### config.mk
export PLATFORM = sky130hd
export DESIGN_NAME = seg_decode
export DESIGN_NICKNAME = d
export VERILOG_FILES = /design/src/include/seg_decode_pkg.sv /design/src/verilog/seg_decode.sv /design/src/verilog/segment_match.sv
export SDC_FILE = /design/constraint.sdc
export NUM_CORES = 1
export LEC_CHECK = 0
export BUFFER_PORTS_ARGS = -buffer_cell sky130_fd_sc_hd__buf_4
export CAP_MARGIN = 15
export CORE_ASPECT_RATIO = 1.25
export CORE_MARGIN = 5
export CORE_UTILIZATION = 53
export CTS_CLUSTER_SIZE = 12
export DETAILED_ROUTE_END_ITERATION = 7
export PLACE_DENSITY = 0.9
export SLEW_MARGIN = 10
export SYNTH_ARGS = -nofsm -noshare
export SYNTH_HDL_FRONTEND = slang
export SYNTH_SLANG_ARGS = --single-unit
### constraint.sdc
create_clock -name clk_i -period 2.8 [get_ports clk_i]
set_clock_uncertainty 0.2 [all_clocks]
set_input_delay 0.42 -clock clk_i [delete_from_list [all_inputs] [get_ports clk_i]]
set_output_delay 0.42 -clock clk_i [all_outputs]
set_load 0.01 [all_outputs]
### src/include/seg_decode_pkg.sv
// package: register map, field layout and carriers of the segment decode block
package seg_decode_pkg;

  localparam logic [7:0]  ATTR_C_OFS        = 8'h54;
  localparam logic [7:0]  ATTR_D_OFS        = 8'h55;
  localparam logic [7:0]  ATTR_E_OFS        = 8'h56;
  localparam logic [7:0]  SG_BASE_OFS       = 8'h57;
  localparam logic [7:0]  TMR_BASE_LO_OFS   = 8'h80;
  localparam logic [7:0]  TMR_BASE_HI_OFS   = 8'h81;
  localparam logic [7:0]  CS_CTRL_OFS       = 8'h90;

  localparam logic [7:0]  ATTR_RESET        = 8'h00;
  localparam logic [7:0]  SG_BASE_RESET     = 8'h04;
  localparam logic [15:0] TMR_BASE_RESET    = 16'h0078;
  localparam logic [7:0]  CS_CTRL_RESET     = 8'h00;

  localparam int          CS_ENABLE_BIT     = 4;
  localparam int          TMR_ENABLE_BIT    = 0;
  localparam int          TMR_ADDR_LSB      = 2;

  localparam logic [7:0]  SEG_REGION_HI     = 8'h0c;
  localparam logic [1:0]  SEG_REGION_LAST   = 2'h2;
  localparam int          SEG_COUNT         = 12;
  localparam int          SEG_LSB           = 14;

  // software register port
  typedef struct packed {
    logic [7:0] addr;
    logic [7:0] wdata;
    logic       wr;
    logic       rd;
  } reg_req_type;

  // memory access presented for decode
  typedef struct packed {
    logic        valid;
    logic        write;
    logic [31:0] addr;
  } mem_req_type;

endpackage

### src/verilog/seg_decode.sv
// register bank and decode for segment chip-select, s/g base and timer base
//
// Contract
// - an even attribute bit set grants chip-select for reads of its segment.
// - an even attribute bit clear gives no chip-select for reads of its segment.
// - an odd attribute bit grants chip-select for writes of its segment, clear denies it.
// - both grants clear, or global enable clear, makes the segment inaccessible.
// - first attribute register pairs map to 0C0000h..0CFFFFh, high bit of a pair is write.
// - second attribute register pairs map to 0D0000h..0DFFFFh, lowest pair lowest segment.
// - third attribute register pairs map to 0E0000h..0EFFFFh in the same way.
// - the s/g base gives io bits 15..8 of the s/g registers and resets to 04h.
// - timer base bits 15..2 compare with io address bits 15..2.
// - timer base bit 0 enables the timer decode; reset value 0078h.
//
// Added by the designer: the address-and-strobe port.
module seg_decode
  import seg_decode_pkg::*;
(
  input  wire logic        clk_i,
  input  wire logic        rst_i,
  input  wire reg_req_type reg_req_i,
  output logic      [7:0]  reg_rdata_o,
  input  wire mem_req_type mem_req_i,
  input  wire logic        io_valid_i,
  input  wire logic [15:0] io_addr_i,
  output logic             mem_select_out_n_o,
  output logic             timer_select_o,
  output logic             sg_select_o,
  output logic      [7:0]  sg_base_o
);

  typedef struct packed {
    logic [7:0]  attr_c;
    logic [7:0]  attr_d;
    logic [7:0]  attr_e;
    logic [7:0]  sg_base;
    logic [15:0] tmr_base;
    logic [7:0]  cs_ctrl;
    logic [7:0]  rdata;
    logic        mem_sel_n;
    logic        tmr_sel;
    logic        sg_sel;
  } state_type;

  state_type state_q;
  state_type state_d;

  logic [SEG_COUNT-1:0] seg_hit;
  logic [23:0]          all_attr;
  logic [SEG_COUNT-1:0] segment_read_grant;
  logic [SEG_COUNT-1:0] segment_write_grant;

  segment_match u_match
  (
    .addr_i (mem_req_i.addr),
    .hit_o  (seg_hit)
  );

  // read data for one register offset
  function automatic logic [7:0] reg_read(input state_type s, input logic [7:0] a);
    logic [7:0] v;
    v = 8'h00;
    case (a)
      ATTR_C_OFS:      v = s.attr_c;
      ATTR_D_OFS:      v = s.attr_d;
      ATTR_E_OFS:      v = s.attr_e;
      SG_BASE_OFS:     v = s.sg_base;
      TMR_BASE_LO_OFS: v = s.tmr_base[7:0];
      TMR_BASE_HI_OFS: v = s.tmr_base[15:8];
      CS_CTRL_OFS:     v = s.cs_ctrl;
      default:         v = 8'h00;
    endcase
    return v;
  endfunction

  always_comb
  begin
    all_attr = {state_q.attr_e, state_q.attr_d, state_q.attr_c};
    for (int i = 0; i < SEG_COUNT; i++)
    begin
      segment_read_grant[i]  = all_attr[2*i];
      segment_write_grant[i] = all_attr[2*i+1];
    end
  end

  always_comb
  begin
    state_d = state_q;
    if (reg_req_i.wr)
    begin
      case (reg_req_i.addr)
        ATTR_C_OFS:      state_d.attr_c = reg_req_i.wdata;
        ATTR_D_OFS:      state_d.attr_d = reg_req_i.wdata;
        ATTR_E_OFS:      state_d.attr_e = reg_req_i.wdata;
        SG_BASE_OFS:     state_d.sg_base = reg_req_i.wdata;
        TMR_BASE_LO_OFS: state_d.tmr_base[7:0] = reg_req_i.wdata;
        TMR_BASE_HI_OFS: state_d.tmr_base[15:8] = reg_req_i.wdata;
        CS_CTRL_OFS:     state_d.cs_ctrl = reg_req_i.wdata;
        default:         state_d.cs_ctrl = state_q.cs_ctrl;
      endcase
    end
    state_d.rdata = reg_req_i.rd ? reg_read(state_q, reg_req_i.addr) : 8'h00;
    // chip-select needs global enable and a grant matching direction
    state_d.mem_sel_n = !(mem_req_i.valid && state_q.cs_ctrl[CS_ENABLE_BIT]
      && |(seg_hit & (mem_req_i.write ? segment_write_grant
                                      : segment_read_grant)));
    // timer compare ignores bits 1:0
    state_d.tmr_sel = io_valid_i && state_q.tmr_base[TMR_ENABLE_BIT]
      && (io_addr_i[15:TMR_ADDR_LSB] == state_q.tmr_base[15:TMR_ADDR_LSB]);
    state_d.sg_sel = io_valid_i && (io_addr_i[15:8] == state_q.sg_base);
  end

  always_ff @(posedge clk_i or posedge rst_i)
  begin
    if (rst_i)
    begin
      state_q.attr_c    <= ATTR_RESET;
      state_q.attr_d    <= ATTR_RESET;
      state_q.attr_e    <= ATTR_RESET;
      state_q.sg_base   <= SG_BASE_RESET;
      state_q.tmr_base  <= TMR_BASE_RESET;
      state_q.cs_ctrl   <= CS_CTRL_RESET;
      state_q.rdata     <= 8'h00;
      state_q.mem_sel_n <= 1'b1;
      state_q.tmr_sel   <= 1'b0;
      state_q.sg_sel    <= 1'b0;
    end
    else
    begin
      state_q <= state_d;
    end
  end

  assign reg_rdata_o        = state_q.rdata;
  assign mem_select_out_n_o = state_q.mem_sel_n;
  assign timer_select_o     = state_q.tmr_sel;
  assign sg_select_o        = state_q.sg_sel;
  assign sg_base_o          = state_q.sg_base;

endmodule

### src/verilog/segment_match.sv
// one-hot segment hit from a memory address inside 0C0000h-0EFFFFh
module segment_match
  import seg_decode_pkg::*;
(
  input  wire logic [31:0]          addr_i,
  output logic      [SEG_COUNT-1:0] hit_o
);

  logic [3:0] seg_idx;
  logic       in_region;

  always_comb
  begin
    seg_idx   = {addr_i[17:16] - 2'h0, addr_i[15:14]};
    in_region = (addr_i[31:20] == 12'h000_0) && (addr_i[19:18] == 2'h3)
                && (addr_i[17:16] <= SEG_REGION_LAST);
    hit_o     = '0;
    if (in_region)
    begin
      hit_o[seg_idx] = 1'b1;
    end
  end

endmodule

==> results.ini, run 1 <==
[clock_tree]
ctsHoldBuffers=1
cts-root-buf=clkbuf_8
cts.path.max_buffers=2
clk_latency_ps=350
cts_setup_buffers=0
cts.clk_slew.worst_paths_ps=70
cts.repair.resized=0
cts_tree=yes
htreeDepth=3
clock_sinks=67
cts_buffers=9

[setup_path]
critPathCaptureType=flop
worstSetupStartpointType=primary input
worstPathArrival_ps=2060
r2r_start=sg_base_o[5]
worstPathRequired_ps=2840
r2r_slack_ps=1130
worstPathMaxFanout=14
criticalPathCategory=primary input to flop
reg2regPathDepth=4
rr_endpoint=sg_select_o

[pwr]
peakVddDrop_v=0.0002730
power_leakage_nw=2.037
power_per_cell_area_nw_per_um2=468.2

[global_routing]
overflow=0
antenna_found_initial=0
grt_pass1_vias=2632
grt_max_degree=26
grtUsageTotal_pct=21.53
grt_pass1_wl_mm=13.86

[die]
row_count=33
die_area_um2=8476
die_w_um=83.35
die_height_um=101.7
ioPinCount=90
start_util_pct=54.30
core_um2=6565

[min_path]
holdPathEnd=mem_select_out_n_o
hold_start=mem_req_i[31]
hp-class=primary input to flop
holdPathStages=3

[route]
via_per_inst=5.940
drt-initial-drc-count=133
first_pass_iters=4
drt.antenna.violating_nets=0
routed_wirelength_mm=8.528
vias=2477
wire_per_inst_um=20.45
drc_errors=0

[synth]
syn-num-nets=334
synth_seq_area_share_pct=47.24
ys_ff_latch=67
async_flop_share_pct=100.0
yosysWarningCount=0
syn_area_per_cell_um2=13.55
synth_edf_count=0
synth_ff_type=dfrtp_1
syn_inst=263
synth_cell_types=38
syn_area_um2=3565

[sta]
hold_viol_final=0
final_max_slew_viol_count=0
tightest_slew_ps=556.9
tns_ps=0
relSlewSlack_pct=62.68
rsz0062_at_grt=no
min_period_over_period_pct=72.44
layout_setup_ws_ps=771.7
fin_crit_ps=2028
finalSetupViolCount=0
fmax_ghz=0.4930

[final_layout]
nFillCells=474
nets=397
n_antenna_cell=0
area_growth_pct=19.16
layout-drive-gt1-share_pct=51.82

[placed_design]
place.gp.congestion=0.9085
hpwl_mm=6.384
placement.io_buffers=73
pre_cts_ws_ps=424.0

[status]
status=finished, final reports clean

[job]
maxCapViolCount=0

-- cell type report --
type / count / area (um^2) / area share (%)
inverters: 1 / 3.754 / 0.08837
well taps: 87 / 108.9 / 2.563
repair buffers: 80 / 603.1 / 14.20
flip-flops and latches: 67 / 1684 / 39.65
multi-input cells: 167 / 1692 / 39.82
clock buffers: 15 / 156.4 / 3.682
-- worst max-delay path, stage by stage --
cell and delay [ps]:
buf_4 180, nand4b_1 120, nor3_1 170, buf_4 230, nand4b_1 470, mux2_2 460
-- registers in the layout (all words and copies together) (netlist names) --
| signal | count |
|---|---|
| timer_select_o | 1 |
| reg_rdata_o | 8 |
| all_attr | 24 |
| sg_select_o | 1 |
| state_q | 24 |
| sg_base_o | 8 |
| mem_select_out_n_o | 1 |
-- kinds of logic after synthesis --
family                 synth area share [%]
multiplexers                          29.62
XOR/XNOR                              5.406
buffers and inverters                 5.300
AO/OA/AOI/OAI                         3.826
AND/OR/NAND/NOR                       8.599
flip-flops                            47.24
-- synthesized netlist by cell type, types with 5 or more instances --
| master | instances | area share (%) |
|---|---|---|
| nand2_1 | 6 | 0.63 |
| mux4_2 | 14 | 8.8 |
| a22oi_1 | 7 | 1.5 |
| mux2_2 | 55 | 17 |
| nor2_1 | 11 | 1.2 |
| mux2i_1 | 11 | 3.1 |
| nor4_1 | 5 | 0.88 |
| dfstp_2 | 6 | 4.4 |
| xor2_1 | 13 | 3.2 |
| dfrtp_1 | 61 | 43 |
| o2bb2ai_1 | 5 | 1.2 |
| buf_2 | 7 | 0.98 |
| buf_4 | 17 | 3.6 |
| xnor2_1 | 9 | 2.2 |
-- worst max-delay path by stage --
stage                     slack [ps]     startpoint  cells after the start              to
after floorplan                  510          rst_i                      1     all_attr[0]
after global placement           460  reg_req_i[11]                      5     state_q[30]
after detailed placement         420  reg_req_i[11]                      6     state_q[11]
after CTS                        790  reg_req_i[11]                      6     state_q[11]
after global routing             680  reg_req_i[11]                      5  reg_rdata_o[7]
final                            770  reg_req_i[14]                      6     all_attr[8]
-- power breakdown --
group / switching, W / internal [W] / leakage (nW) / total, W
sequential: 0.0000368 / 0.00101 / 0.905 / 0.00105
combinational: 0.000115 / 0.000140 / 1.05 / 0.000256
clock: 0.000344 / 0.000343 / 0.0778 / 0.000687
total: 0.000496 / 0.00149 / 2.04 / 0.00199
-- layout by cell type, fill, tap and decap left out, types with 2 or more instances in the layout --
master / netlist / final
nand4_1: 4 / 4
clkbuf_8: 0 / 10
nor2_1: 11 / 11
and2_1: 2 / 2
nor3_1: 2 / 2
nand2_1: 6 / 6
a22oi_1: 7 / 7
clkbuf_1: 2 / 5
dfstp_2: 6 / 6
o2bb2ai_1: 5 / 5
xnor2_1: 9 / 9
xor2_1: 13 / 13
mux4_2: 14 / 14
nor4_1: 5 / 5
mux2_2: 55 / 55
dfrtp_1: 61 / 61
nand3_1: 2 / 2
buf_4: 17 / 79
nand3_4: 2 / 2
a21oi_1: 2 / 2
nand4b_1: 2 / 2
nor4b_1: 2 / 2
mux2i_1: 11 / 11
o21ai_0: 2 / 2
-- stage by stage --
stage	instances	hold slack (ps)	power [W]	util (%)	area (um^2)
floorplan	263	264.9	0.001196	-	3565
global placement	401	272.4	0.001307	62.17	4081
detailed placement	401	276.5	0.001318	62.17	4081
CTS	417	87.31	0.001991	64.70	4248
global route	417	86.05	0.002058	64.70	4248
finish	417	86.54	0.001989	64.70	4248
-- layer usage --
layer,up-vias,GRT usage [%],part of all wire [%]
met1,1235,24.87,39
met5,-,0,0
met3,23,7.160,7.4
met2,130,36.91,51
met4,0,9.308,2.9
li1,1089,-,-
No activity file was read; power rests on OpenSTA's default activity.
==> run 2, diff against run 1 <==
==> constraint.sdc (replaced) <==
create_clock -name clk_i -period 1.92 [get_ports clk_i]
set_clock_uncertainty 0.2 [all_clocks]
set_input_delay 0.288 -clock clk_i [delete_from_list [all_inputs] [get_ports clk_i]]
set_output_delay 0.288 -clock clk_i [all_outputs]
set_load 0.01 [all_outputs]
==> results.ini, run 2 (synthesis results as in run 1) <==
[status]
status=finished, final reports clean

[global_routing]
grt_max_degree=68  ; +160%
overflow=0  ; unchanged
antenna_found_initial=0  ; unchanged
grt_pass1_wl_mm=14.49  ; +4.6%
grtUsageTotal_pct=22.54  ; +1.0 points
grt_pass1_vias=2726  ; +3.6%

[placed_design]
place.gp.congestion=0.9520  ; +4.8%
pre_cts_ws_ps=-259.4  ; -683.5 ps
placement.io_buffers=73  ; unchanged
hpwl_mm=6.668  ; +4.4%
placed_area_um2=4183  ; +2.5%

[job]
maxCapViolCount=0  ; unchanged

[route]
via_per_inst=5.954  ; +0.23%
top_layer=met4
wl_met2_mm=4.828  ; +11%
drc_errors=0  ; unchanged
drt.antenna.violating_nets=0  ; unchanged
drt-initial-drc-count=183  ; +38%
vias=2566  ; +3.6%
routed-wl-met3_um=610  ; -2.7%
routed_wirelength_mm=9.048  ; +6.1%
wire_per_inst_um=20.99  ; +2.7%
first_pass_iters=4  ; unchanged
wl_met1_mm=3.311  ; +0.12%

[die]
die_height_um=101.7  ; unchanged
die_area_um2=8476  ; unchanged
row_count=33  ; unchanged
ioPinCount=90  ; unchanged
die_w_um=83.35  ; unchanged
core_um2=6565  ; unchanged
start_util_pct=54.30  ; unchanged

[final_layout]
nets=410  ; +3.3%
n_antenna_cell=0  ; unchanged
design_area_um2=4468  ; +5.2%
mostFrequentLayoutCells=buf_4 (84), dfrtp_1 (61), mux2_2 (55)
utilization_pct=68.06  ; +3.4 points
layout-drive-gt1-share_pct=53.78  ; +2.0 points
area_growth_pct=25.34
layout_commonest_cell=buf_4

[setup_path]
criticalPathCategory=primary input to flop
critPathCaptureType=flop
worstPathMaxFanout=8  ; -6
worstPathArrival_ps=1940  ; -120 ps
worstPathRequired_ps=1980  ; -860 ps
worstSetupStartpointType=primary input

[clock_tree]
htreeDepth=3  ; unchanged
cts_setup_buffers=0  ; unchanged
cts.clk_slew.worst_paths_ps=80  ; about the same
cts_buffers=9  ; unchanged
clock_sinks=67  ; unchanged
clk_latency_ps=350  ; about the same
cts.path.max_buffers=2  ; unchanged
cts_tree=yes
cts-root-buf=clkbuf_8

[sta]
fmax_ghz=0.5306
fin_crit_ps=1885
finalSetupViolCount=0  ; unchanged
min_period_over_period_pct=98.17
hold_viol_final=0  ; unchanged
tightest_slew_ps=538.8  ; -18.02 ps
layout_setup_ws_ps=35.21  ; -736.5 ps
final_max_slew_viol_count=0  ; unchanged
rsz0062_at_grt=no
relSlewSlack_pct=63.84  ; +1.2 points

[pwr]
power_per_cell_area_nw_per_um2=724.8  ; +55%
peakVddDrop_v=0.0004764  ; +75%
power_leakage_nw=2.132  ; +4.7%
power_w=0.003238  ; +63%

[min_path]
hp-class=primary input to flop

==> run 2: report_power, final <==
| group | internal [W] | switching (W) | total, W |
|---|---|---|---|
| Combinational | 0.000221 | 0.000175 | 0.000396 |
| Sequential | 0.00147 | 0.0000553 | 0.00153 |
| Clock | 0.000739 | 0.000577 | 0.00132 |
| Total | 0.00243 | 0.000807 | 0.00324 |
==> run 2: final cells by class <==
class	count	area (um^2)
fillers	462	2097
multi-input cells	167	1692
flip-flops and latches	67	1684
repair buffers	93	750.7
clock buffers	9	123.9
well taps	87	108.9
clock inverters	7	101.3
inverters	1	7.507
==> run 2: critical path, cell delays in order <==
cell	delay (ps)
buf_4	110
or4b_4	550
a2111oi_0	460
o21ai_1	290
a21oi_1	240
==> run 2: final timing paths <==
| check | startpoint | endpoint | slack (ps) | cells past startpoint |
|---|---|---|---|---|
| min | reg_req_i[4] | all_attr[18] | 40 | 2 |
| min reg2reg | state_q[18] | state_q[18] | 310 | 1 |
| max in group asynchronous | rst_i | sg_base_o[2] | 790 | 4 |
| max | reg_req_i[16] | reg_rdata_o[7] | 40 | 5 |
| max reg2reg | sg_base_o[6] | reg_rdata_o[6] | 180 | 3 |
| min in group asynchronous | rst_i | state_q[32] | 390 | 4 |
==> run 2: through the flow <==
step	TNS (ps)	std cells	hold slack, ps
after floorplan	0	263	203.8
after global placement	-4990	409	202.0
after detailed placement	-6890	409	210.9
after CTS	0	430	5.129
after global routing	0	431	26.44
final	0	431	42.01
==> run 2: per-layer routing <==
layer  vias to the layer above  track usage [%]
li1                       1121                -
met1                      1302            25.20
met2                       121            40.06
met3                        22            6.753
met4                         0            9.937
met5                         -                0
==> run 2: timing repair <==
item                                   4_1_cts  5_1_grt
endpoints found under the hold margin       62        1
hold buffers                                 5        1
resized for setup                            0        0
